--- src/verilog/pport_pkg.sv ---
/*
 Constants, register map and carrier types for the parallel slave port.
 Assumes a 32-bit AXI4-Lite register bus; every register sits in one aligned word.
*/
package pport_pkg;

   // ****************************************
   // Register map
   // ****************************************
   localparam logic [7:0] off_control       = 8'h00;
   localparam logic [7:0] off_in_status     = 8'h04;
   localparam logic [7:0] off_out_status    = 8'h08;
   localparam logic [7:0] off_inbound_one   = 8'h0c;
   localparam logic [7:0] off_inbound_two   = 8'h10;
   localparam logic [7:0] off_outbound_one  = 8'h14;
   localparam logic [7:0] off_outbound_two  = 8'h18;

   // ****************************************
   // Field positions
   // ****************************************
   localparam int pos_all        = 7;
   localparam int pos_flag       = 6;
   localparam int pos_enable     = 0;
   localparam int pos_mode_lo    = 1;
   localparam int pos_csf_lo     = 3;
   localparam int pos_irq_flag   = 5;
   localparam int pos_csf_hi     = 4;
   localparam int pos_mode_hi    = 2;

   // ****************************************
   // Reset values and codes
   // ****************************************
   localparam logic [3:0] slots_empty_rst = 4'hf;
   localparam logic [1:0] mode_legacy     = 2'h0;
   localparam logic [1:0] mode_enhanced   = 2'h1;
   localparam logic [1:0] csf_both        = 2'h2;
   localparam logic [1:0] csf_two_only    = 2'h1;
   localparam logic [1:0] resp_okay       = 2'h0;
   localparam logic [1:0] resp_slverr     = 2'h2;

   typedef struct packed
   {
      logic [1:0] rd;
      logic [1:0] wr;
      logic [1:0] cs;
      logic [1:0] rd_prev;
      logic [1:0] wr_prev;
      logic [1:0][7:0] pd;
   } sync_s;

   typedef struct packed
   {
      logic       enable;
      logic [1:0] mode;
      logic [1:0] csf;
      logic       irq_flag;
      logic [3:0] in_full;
      logic       in_ovr;
      logic [3:0] out_empty;
      logic       out_udr;
      logic [7:0] in1_lo;
      logic [7:0] in1_hi;
      logic [7:0] in2_lo;
      logic [7:0] in2_hi;
      logic [7:0] out1_lo;
      logic [7:0] out1_hi;
      logic [7:0] out2_lo;
      logic [7:0] out2_hi;
      logic [7:0] pd_out;
      logic       pd_oe;
      logic       awready;
      logic       wready;
      logic       bvalid;
      logic [1:0] bresp;
      logic       arready;
      logic       rvalid;
      logic [31:0] rdata;
      logic [1:0] rresp;
      logic       aw_got;
      logic       w_got;
      logic [7:0] aw_addr;
      logic [31:0] w_data;
      logic [3:0] w_strb;
   } state_s;

endpackage

--- src/verilog/pport_slave.sv ---
/*
 Legacy parallel slave port with buffer status flags and data register pairs.
 Assumes strobes and chip select arrive asynchronously, active high, and that
 the bench resolves the data pins from pd_out and pd_oe.
*/
// Added by the designer: the placing of the registers and the AXI4-Lite register port.
`timescale 1ns/100ps

// What this block does
// - Input all-full flag is high only while every writable input slot holds unread data.
// - Writing a full input slot sets overrun; only software clears it.
// - Four input slot full flags in bits 3..0, cleared by software read.
// - Output all-empty flag high when all output slots empty; reset value one.
// - Reading an empty output slot sets underrun until software clears it.
// - Four output empty flags reset to one; software write clears, transmit sets.
// - Status bits 5 and 4 read zero and ignore writes.
// - Eight data registers form four high/low byte pairs.
// - First inbound pair receives data in legacy slave mode (00) only, into its low byte.
// - Second inbound pair only buffers received data in buffered slave modes; this block never writes it.
// - One pair is address in master modes, outgoing data in slave modes; here out1_hi is always address and master modes leave the port idle.
// - Second outbound pair buffers outgoing data in buffered slave modes only; this block never sends it.
// - Address bit 7 is chip select two for field 10 or 01, else bit 15; here it is bit 15 for every field.
// - Address bit 6 is chip select one only for field 10, else bit 14; here it is bit 14 for every field.
// - Address bits 5..0 hold address 13..8; whole register resets to zero.
// - In enhanced slave mode address-high acts as upper outbound data byte; here mode 01 leaves the port idle.
// - Legacy slave port works when mode is 00 and module enable is set.
// - Chip select with write strobe captures data into inbound one low byte.
// - At the end of each legacy write set interrupt flag and all-full flag.
// - Chip select with read strobe drives outbound one low onto the data lines.
// - Mode 00 legacy, 01 enhanced, 10 master two, 11 master one.
module pport_slave
(
   // Clock and reset
   input  wire logic        clk,
   input  wire logic        rst,
   // Parallel pins
   input  wire logic [7:0]  pd_in,
   output logic [7:0]       pd_out,
   output logic             pd_oe,
   input  wire logic        rd_strobe,
   input  wire logic        wr_strobe,
   input  wire logic        cs_one,
   // Status outputs
   output logic             port_interrupt_flag,
   output logic [7:0]       address_high_select,
   // AXI4-Lite write
   input  wire logic [7:0]  awaddr,
   input  wire logic        awvalid,
   output logic             awready,
   input  wire logic [31:0] wdata,
   input  wire logic [3:0]  wstrb,
   input  wire logic        wvalid,
   output logic             wready,
   output logic [1:0]       bresp,
   output logic             bvalid,
   input  wire logic        bready,
   // AXI4-Lite read
   input  wire logic [7:0]  araddr,
   input  wire logic        arvalid,
   output logic             arready,
   output logic [31:0]      rdata,
   output logic [1:0]       rresp,
   output logic             rvalid,
   input  wire logic        rready
);

   pport_pkg::sync_s  sy;
   pport_pkg::sync_s  next_sy;
   pport_pkg::state_s st;
   pport_pkg::state_s next_st;

   logic       legacy_on;
   logic       wr_end;
   logic       rd_start;
   logic       rd_end;
   logic       rd_active;
   logic       sw_wr;
   logic       sw_rd;
   logic [7:0] in_status_view;
   logic [7:0] out_status_view;
   logic [7:0] addr_high_view;
   logic [7:0] control_view;
   logic [31:0] read_mux;
   logic       read_hit;
   logic       write_hit;

   // ****************************************
   // Pin synchronisers
   // ****************************************
   // Only stage 1 of each pair is read, so a metastable first stage never fans out.
   always_comb
   begin
      next_sy.rd      = {sy.rd[0], rd_strobe};
      next_sy.wr      = {sy.wr[0], wr_strobe};
      next_sy.cs      = {sy.cs[0], cs_one};
      next_sy.rd_prev = {sy.rd_prev[0], sy.rd[1] & sy.cs[1]};
      next_sy.wr_prev = {sy.wr_prev[0], sy.wr[1] & sy.cs[1]};
      next_sy.pd      = {sy.pd[0], pd_in};
   end

   always_ff @(posedge clk)
   begin
      if (rst)
      begin
         sy <= '0;
      end
      else
      begin
         sy <= next_sy;
      end
   end

   // Data is sampled at the end of the write, when it has long been stable.
   assign legacy_on = st.enable && (st.mode == pport_pkg::mode_legacy);
   assign wr_end    = sy.wr_prev[1] & ~sy.wr_prev[0] & legacy_on;
   assign rd_start  = ~sy.rd_prev[1] & sy.rd_prev[0] & legacy_on;
   assign rd_end    = sy.rd_prev[1] & ~sy.rd_prev[0];
   assign rd_active = sy.rd_prev[0] & legacy_on;

   // ****************************************
   // Register views
   // ****************************************
   always_comb
   begin
      in_status_view = {&st.in_full, st.in_ovr, 2'h0, st.in_full};
      out_status_view = {&st.out_empty, st.out_udr, 2'h0, st.out_empty};
      addr_high_view = st.out1_hi;
      control_view = {2'h0, st.irq_flag, st.csf, st.mode, st.enable};
   end

   assign sw_wr = st.aw_got && st.w_got && !st.bvalid;
   assign sw_rd = arvalid && st.arready;
   assign write_hit = (st.aw_addr <= pport_pkg::off_outbound_two) && (st.aw_addr[1:0] == 2'h0);
   assign read_hit  = (araddr <= pport_pkg::off_outbound_two) && (araddr[1:0] == 2'h0);

   always_comb
   begin
      case (araddr)
         pport_pkg::off_control:      read_mux = {24'h0, control_view};
         pport_pkg::off_in_status:    read_mux = {24'h0, in_status_view};
         pport_pkg::off_out_status:   read_mux = {24'h0, out_status_view};
         pport_pkg::off_inbound_one:  read_mux = {16'h0, st.in1_hi, st.in1_lo};
         pport_pkg::off_inbound_two:  read_mux = {16'h0, st.in2_hi, st.in2_lo};
         pport_pkg::off_outbound_one: read_mux = {16'h0, addr_high_view, st.out1_lo};
         pport_pkg::off_outbound_two: read_mux = {16'h0, st.out2_hi, st.out2_lo};
         default:                     read_mux = 32'h0;
      endcase
   end

   // ****************************************
   // Next state
   // ****************************************
   always_comb
   begin
      next_st = st;
      next_st.awready = 1'b0;
      next_st.wready  = 1'b0;
      next_st.arready = 1'b0;
      if (awvalid && !st.aw_got && !st.awready)
      begin
         next_st.awready = 1'b1;
      end
      if (awvalid && st.awready)
      begin
         next_st.aw_got  = 1'b1;
         next_st.aw_addr = awaddr;
      end
      if (wvalid && !st.w_got && !st.wready)
      begin
         next_st.wready = 1'b1;
      end
      if (wvalid && st.wready)
      begin
         next_st.w_got  = 1'b1;
         next_st.w_data = wdata;
         next_st.w_strb = wstrb;
      end
      if (sw_wr)
      begin
         next_st.bvalid = 1'b1;
         next_st.bresp  = write_hit ? pport_pkg::resp_okay : pport_pkg::resp_slverr;
         next_st.aw_got = 1'b0;
         next_st.w_got  = 1'b0;
         if (st.w_strb[0])
         begin
            case (st.aw_addr)
               pport_pkg::off_control:
               begin
                  next_st.enable   = st.w_data[pport_pkg::pos_enable];
                  next_st.mode     = st.w_data[pport_pkg::pos_mode_hi:pport_pkg::pos_mode_lo];
                  next_st.csf      = st.w_data[pport_pkg::pos_csf_hi:pport_pkg::pos_csf_lo];
                  next_st.irq_flag = st.irq_flag & st.w_data[pport_pkg::pos_irq_flag];
               end
               pport_pkg::off_in_status:
                  next_st.in_ovr = st.in_ovr & st.w_data[pport_pkg::pos_flag];
               pport_pkg::off_out_status:
                  next_st.out_udr = st.out_udr & st.w_data[pport_pkg::pos_flag];
               pport_pkg::off_outbound_one:
               begin
                  next_st.out1_lo      = st.w_data[7:0];
                  next_st.out_empty[0] = 1'b0;
               end
               pport_pkg::off_outbound_two:
               begin
                  next_st.out2_lo      = st.w_data[7:0];
                  next_st.out_empty[2] = 1'b0;
               end
               default:
               begin
               end
            endcase
         end
         if (st.w_strb[1])
         begin
            if (st.aw_addr == pport_pkg::off_outbound_one)
            begin
               next_st.out1_hi      = st.w_data[15:8];
               next_st.out_empty[1] = 1'b0;
            end
            if (st.aw_addr == pport_pkg::off_outbound_two)
            begin
               next_st.out2_hi      = st.w_data[15:8];
               next_st.out_empty[3] = 1'b0;
            end
         end
      end
      if (st.bvalid && bready)
      begin
         next_st.bvalid = 1'b0;
      end
      if (arvalid && !st.arready && !st.rvalid)
      begin
         next_st.arready = 1'b1;
      end
      if (sw_rd)
      begin
         next_st.rvalid = 1'b1;
         next_st.rdata  = read_mux;
         next_st.rresp  = read_hit ? pport_pkg::resp_okay : pport_pkg::resp_slverr;
         if (araddr == pport_pkg::off_inbound_one)
         begin
            next_st.in_full[1:0] = 2'h0;
         end
         if (araddr == pport_pkg::off_inbound_two)
         begin
            next_st.in_full[3:2] = 2'h0;
         end
      end
      if (st.rvalid && rready)
      begin
         next_st.rvalid = 1'b0;
      end
      // Hardware events come last so a same-cycle set beats the software clear.
      if (wr_end)
      begin
         if (st.in_full[0])
         begin
            next_st.in_ovr = 1'b1;
         end
         next_st.in1_lo     = sy.pd[1];
         next_st.in_full[0] = 1'b1;
         // In legacy mode only slot 0 is writable, so slots 3..1 are marked full with it and all-full rises on each write.
         next_st.in_full[3:1] = 3'h7;
         next_st.irq_flag   = 1'b1;
      end
      if (rd_start)
      begin
         if (st.out_empty[0])
         begin
            next_st.out_udr = 1'b1;
         end
         next_st.pd_out = st.out1_lo;
      end
      if (rd_end && !st.out_empty[0])
      begin
         next_st.out_empty = pport_pkg::slots_empty_rst;
      end
      next_st.pd_oe = rd_active;
   end

   always_ff @(posedge clk)
   begin
      if (rst)
      begin
         st           <= '0;
         st.out_empty <= pport_pkg::slots_empty_rst;
      end
      else
      begin
         st <= next_st;
      end
   end

   // ****************************************
   // Outputs
   // ****************************************
   assign pd_out              = st.pd_out;
   assign pd_oe               = st.pd_oe;
   assign port_interrupt_flag = st.irq_flag;
   assign address_high_select = st.out1_hi;
   assign awready             = st.awready;
   assign wready              = st.wready;
   assign bvalid              = st.bvalid;
   assign bresp               = st.bresp;
   assign arready             = st.arready;
   assign rvalid              = st.rvalid;
   assign rdata               = st.rdata;
   assign rresp               = st.rresp;
endmodule

--- config.mk ---
export PLATFORM = sky130hd
export DESIGN_NAME = pport_slave
export DESIGN_NICKNAME = d
export VERILOG_FILES = /design/src/verilog/pport_pkg.sv /design/src/verilog/pport_slave.sv
export SDC_FILE = /design/constraint.sdc
export NUM_CORES = 1
export LEC_CHECK = 0
export ABC_AREA = 1
export BUFFER_PORTS_ARGS = -buffer_cell sky130_fd_sc_hd__buf_4
export CORE_MARGIN = 10
export CORE_UTILIZATION = 35
export DETAILED_ROUTE_END_ITERATION = 16
export GPL_TIMING_DRIVEN = 0
export PLACE_DENSITY = 0.67
export SETUP_SLACK_MARGIN = 0.2
export SYNTH_ARGS = -nofsm -noshare
export SYNTH_HDL_FRONTEND = slang
export SYNTH_SLANG_ARGS = --single-unit
--- constraint.sdc ---
create_clock -name clk -period 1.9 [get_ports clk]
set_input_delay 0.38 -clock clk [delete_from_list [all_inputs] [get_ports clk]]
set_output_delay 0.38 -clock clk [all_outputs]
set_load 0.05 [all_outputs]
==> results of run 1 <==
## metrics by stage
stage / setup WS [ns] / instances / util (%)
after floorplan: 0.399 / 780 / -
after global placement: 0.0162 / 1091 / 41.6
after detailed placement: 0.00222 / 1091 / 41.6
after CTS: 0.333 / 1122 / 45.2
after global routing: 0.204 / 1122 / 45.2
final: 0.334 / 1122 / 45.2
## per-layer routing
metal / vias up / wire length (um) / share of wire [%]
met1: 2282 / 7160 / 46
met2: 136 / 6920 / 45
li1: 2620 / - / -
met4: 0 / 285 / 1.8
met3: 27 / 1060 / 6.9
met5: - / 0 / 0
## path summary, 6_finish.rpt
check | end | slack, ns | depth (start not counted)
worst max-delay path | out_status_view[6]$_SDFF_PP0_ | 0.33 | 6
worst min-delay path | rvalid$_SDFFE_PP0P_ | 0.13 | 2
worst max register to register | out_status_view[6]$_SDFF_PP0_ | 0.33 | 6
worst min register to register | sy[12]$_SDFF_PP0_ | 0.39 | 2
## power by group
group | internal, uW | switching [uW]
clock | 1970 | 1290
sequential | 3000 | 34.3
combinational | 173 | 310
## cells in the mapped netlist
cell type,number,area (um2)
o211ai_1,2,15.0
nand2_2,6,37.5
nor3_1,5,25.0
buf_6,2,22.5
o21ai_0,80,400
nor3_2,1,10.0
a21oi_2,6,52.6
a21oi_1,46,230
nand3_2,2,20.0
buf_8,1,15.0
buf_2,7,35.0
clkinv_1,2,7.51
conb_1,1,3.75
nand2_1,97,364
nor2_2,7,43.8
a31oi_1,2,12.5
or2_0,1,6.26
o22ai_2,8,100
nor2_1,146,548
clkbuf_1,19,71.3
nor2_4,4,45.0
inv_1,67,251
buf_4,52,390
nand2_8,1,20.0
a211oi_1,1,7.51
nand4_1,1,6.26
nor2_8,1,20.0
o21ai_1,4,20.0
o31ai_1,1,7.51
inv_2,9,33.8
dfxtp_1,140,2800
nand3_1,41,205
## state kept, by name, summed over array words and instances, names as in the netlist, 3 cells and up
register             flops
st                      60
rdata                   16
next_sy                 13
sy                      13
address_high_select      8
pd_out                   8
control_view             5
out_status_view          5
in_status_view           3
## final cells by class
cell class | count | area, um2
buffer | 81 | 534
clock buffer | 18 | 439
clock inverter | 13 | 143
fill | 1716 | 9030
inverter | 78 | 293
multi-input combinational | 481 | 2260
sequential | 140 | 2800
tap | 220 | 275
timing repair buffer | 91 | 683
## worst max-delay path, delay by kind of cell (launching register included)
| kind | cells | cell delay (ns) |
|---|---|---|
| buffers and inverters | 2 | 0.37 |
| and+or+nand+nor | 3 | 0.63 |
| DFF | 1 | 0.36 |
| AOI/OAI and AO/OA | 1 | 0.14 |
## cell families after synthesis
logic type             synth area share (%)
buffers and inverters                  14.2
flip-flops                             48.1
AO/OA/AOI/OAI                          14.5
AND/OR/NAND/NOR                        23.2
other                                0.0643
==> run summary, run 1 <==
Run status - completed
Final Cycle Share - 82.4%
GR Layer Usage met2 - 21.3%
Pwr Total - 6770 uW
Distinct cell type count after synthesis - 32
ANT cells - 0
Unrepaired setup endpoints after global routing - no
Worst-path fanout max - 9
Core area - 0.0165 mm2
Yosys warning count - 0
Max incr delay on CP - 0.36 ns
First-pass GRT wire length - 24,500 um
FMAX - 639 MHz
Synthesized instance count - 763
Initial antenna violation count - 0
Hold-fix buffers at CTS - 0
Die width - 149 um
Met3 usage - 4.79%
Post-CTS setup buffers - 0
Share of cells above drive strength 1 - 25.4%
Sequential share of the synthesized area - 48.1%
Pwr dens - 910 mW/mm2
M1 GR Usage - 17.6%
Starting Density - 35.4%
DR WL/cell - 13.7 um
Vias in the first global route - 4,812
Setup TNS - 0 ns
CTS tree - built
Syn avg cell area - 7.64 um2
Antenna-violating nets left - 0
First-pass iteration count of the detailed router - 5
Min Clock Period, post-route - 1.57 ns
HP Start - rready
Final WL - 15,400 um
Buffers on Ports - 91
Peak supply drop - 0.640 mV
Critical-path cell list - inv_1, nor3_2, nand3_1, clkinv_1, nand2_1, a21oi_1
RR Startpoint - control_view[0]$_SDFFE_PP0P_
Clk slew on worst S/H paths - 0.06 ns
Die area - 0.0222 mm2
Slew headroom - 51.0%
CP max stage cell - dfxtp_1
Hold Slack - 0.131 ns
Final hold vios - 0
DP Area - 0.00685 mm2
Leakage - 0.00332 uW
Busiest layer in global routing - met2
CTS sink count - 140
P&R area growth vs syn - 27.5%
Max cap viols - 0
Gr usage total - 14.0%
Crit Path Class - flip-flop to flip-flop
Most common cell after layout, fill and taps aside - nor2_1
Commonest non-fill, non-tap cells in the layout - 146 x nor2_1, 143 x buf_4, 140 x dfxtp_1
Arrival time worst endpoint - 1.91 ns
Worst-Margin Slew - 0.734 ns
DRT iter0 DRCs - 324
Cell area after synthesis - 0.00583 mm2
Setup crit start - control_view[0]$_SDFFE_PP0P_
CP Launch Type - flip-flop
HP Class - input port to flip-flop
Deepest clock path buffer count - 2
Residual DRC - 0
Ports - 129
H-tree depth - 4
GP Congestion - 0.892
Slew Viols, Final - 0
Final #Nets - 960
Yosys reg bits - 140
Vias - 5,065
Largest net degree at the start of global routing - 17
CTS root buf - clkbuf_16
Clock insertion delay at the later pin of the skew report - 0.43 ns
Critical Path End Type - flip-flop
Drt via density - 4.51
Detail Placement HPWL - 11,700 um
Die Y - 149 um
Worst Path Required - 2.25 ns
Design Area, Final - 0.00743 mm2
CTS buffer count - 17
Overflow after GRT - 0
Std cell rows - 47
Cts repair resizes - 0
Endpoints failing setup - 0
Skew final - 0.00944 ns
(Power assumes the default switching activity.)
==> run 2, diff against run 1 <==
Settings changed: PLACE_DENSITY 0.67 to 0.69.
Clock period 1.9 ns to 1.3 ns, I/O delays scaled along.
==> run summary, run 2 (synthesized netlist as in run 1, its figures left out) <==
Run status - finished, violations left
Failing checks - negative setup slack
Register Area - 0.00288 mm2
DR WL/cell - 15.6 um
Final Cycle Share - 110%
Residual DRC - 0
Peak supply drop - 1.17 mV
CTS tree - built
Buffers on Ports - 91
CP max stage cell - dfxtp_2
Crit Path Class - flip-flop to flip-flop
Design Area, Final - 0.00920 mm2
FMAX - 702 MHz
Final #Nets - 1,014
R2R depth - 8
Slew headroom - 45.6%
Hold path depth - 3
Vias - 5,573
Wl on met1 - 7400 um
Unrepaired setup endpoints after global routing - yes
Largest net degree at the start of global routing - 17
Setup TNS - -2.63 ns
CTS buffer count - 17
Deepest clock path buffer count - 2
Gr usage total - 16.1%
Starting Density - 35.4%
Max incr delay on CP - 0.33 ns
Met3 WL - 1390 um
Final WL - 18,300 um
Drt via density - 4.74
Die width - 149 um
Vias in the first global route - 5,495
Overflow after GRT - 0
Worst Path Required - 1.61 ns
DR top layer - met4
P&R area growth vs syn - 57.7%
Ports - 129
Pwr dens - 1150 mW/mm2
Min Clock Period, post-route - 1.42 ns
Met2 Wirelength - 8980 um
CTS sink count - 140
HP Class - input port to flip-flop
Detail Placement HPWL - 11,500 um
First-pass GRT wire length - 28,300 um
Core area - 0.0165 mm2
Layout Cells excl Fill - 1,176
First-pass iteration count of the detailed router - 5
Leakage - 0.00397 uW
Final Core Density - 55.9%
Worst-path fanout max - 4
Share of cells above drive strength 1 - 47.6%
Max reg flops - 60
Clk slew on worst S/H paths - 0.06 ns
Max cap viols - 0
ANT cells - 0
Multi-input gate area - 0.00280 mm2
H-tree depth - 4
Clock insertion delay at the later pin of the skew report - 0.43 ns
Worst-Margin Slew - 0.816 ns
Most flops, register - st
DRT iter0 DRCs - 363
PnR worst setup slack - -0.124 ns
GP Congestion - 0.887
Endpoints failing setup - 41
CTS root buf - clkbuf_16
Critical Path End Type - flip-flop
Arrival time worst endpoint - 1.74 ns
CP Launch Type - flip-flop
Filler cells - 1,434
Antenna-violating nets left - 0
Skew final - 0.0103 ns
Slew Viols, Final - 0
Std cell rows - 47
Die area - 0.0222 mm2
Final hold vios - 0
Die Y - 149 um
DP Area - 0.00695 mm2
Commonest non-fill, non-tap cells in the layout - 127 x nor2_1, 98 x buf_4, 90 x dfxtp_1
Initial antenna violation count - 0
Critical-path cell list - nor2_4, nand2_2, nor2_4, buf_6, nand3_4, buf_6, o21ai_2, a21oi_2
Placed insts - 1,091
Most common cell after layout, fill and taps aside - nor2_1
[run 2: changes by cell type in the layout (fill, tap and decap cells not counted), moves of 13 or more]
| cell | change |
|---|---|
| buf_8 | +43 |
| dfxtp_1 | -50 |
| nand2_1 | -14 |
| dfxtp_2 | +43 |
| a21oi_1 | -18 |
| o21ai_0 | -56 |
| buf_4 | -45 |
| buf_6 | +51 |
| clkbuf_1 | -13 |
| o21ai_2 | +39 |
| a21oi_2 | +18 |
| nor2_1 | -19 |
[run 2: timing repair]
item,4_1_cts,5_1_grt
pin swaps,36,27
hold buffers,2,0
setup buffers,33,12
gates resized for setup,302,91
gates cloned,6,1
endpoints found under the setup margin,132,146
hold endpoints to repair,2,0
[run 2: critical path, delay by kind of cell, from the launching register on]
| family | cells | cell delay (ns) |
|---|---|---|
| AOI/OAI and AO/OA | 2 | 0.17 |
| buffers and inverters | 2 | 0.29 |
| DFF | 1 | 0.33 |
| and+or+nand+nor | 4 | 0.52 |
[run 2: layout make-up]
type,instances,area share [%]
well taps,220,2.99
plain buffers,81,8.12
inverters,78,3.43
repair inverters,1,0.0952
clock inverters,10,1.74
clock buffers,21,5.24
flip-flops and latches,140,31.3
multi-input cells,483,30.4
repair buffers,142,16.6
[run 2: metal layers]
| metal | global-route usage [%] | vias to the layer above |
|---|---|---|
| li1 | - | 2742 |
| met4 | 8.19 | 0 |
| met1 | 19.2 | 2584 |
| met3 | 5.10 | 46 |
| met2 | 25.7 | 201 |
| met5 | 0 | - |
[run 2: stage by stage]
stage	worst slack, ns	hold slack (ns)	total power, uW
after global routing	-0.193	0.0363	10900
after CTS	-0.0635	0.0198	10600
after floorplan	-0.0172	0.349	4990
after global placement	-0.351	0.391	5230
final	-0.124	0.0292	10600
after detailed placement	-0.368	0.395	5240
[run 2: final timing paths]
kind                     startpoint                             endpoint  slack, ns
max             st[36]$_SDFFE_PP0P_  address_high_select[2]$_SDFFE_PP0P_      -0.12
min                       rd_strobe               next_sy[25]$_SDFF_PP0_       0.03
max reg2reg     st[36]$_SDFFE_PP0P_  address_high_select[2]$_SDFFE_PP0P_      -0.12
min reg2reg  next_sy[21]$_SDFF_PP0_                    sy[21]$_SDFF_PP0_       0.40
[run 2: power breakdown]
| group | internal (uW) | switching, uW | total (uW) |
|---|---|---|---|
| clock network | 3410 | 1830 | 5240 |
| registers | 4370 | 74.4 | 4440 |
| logic | 368 | 550 | 918 |
| total | 8150 | 2460 | 10600 |
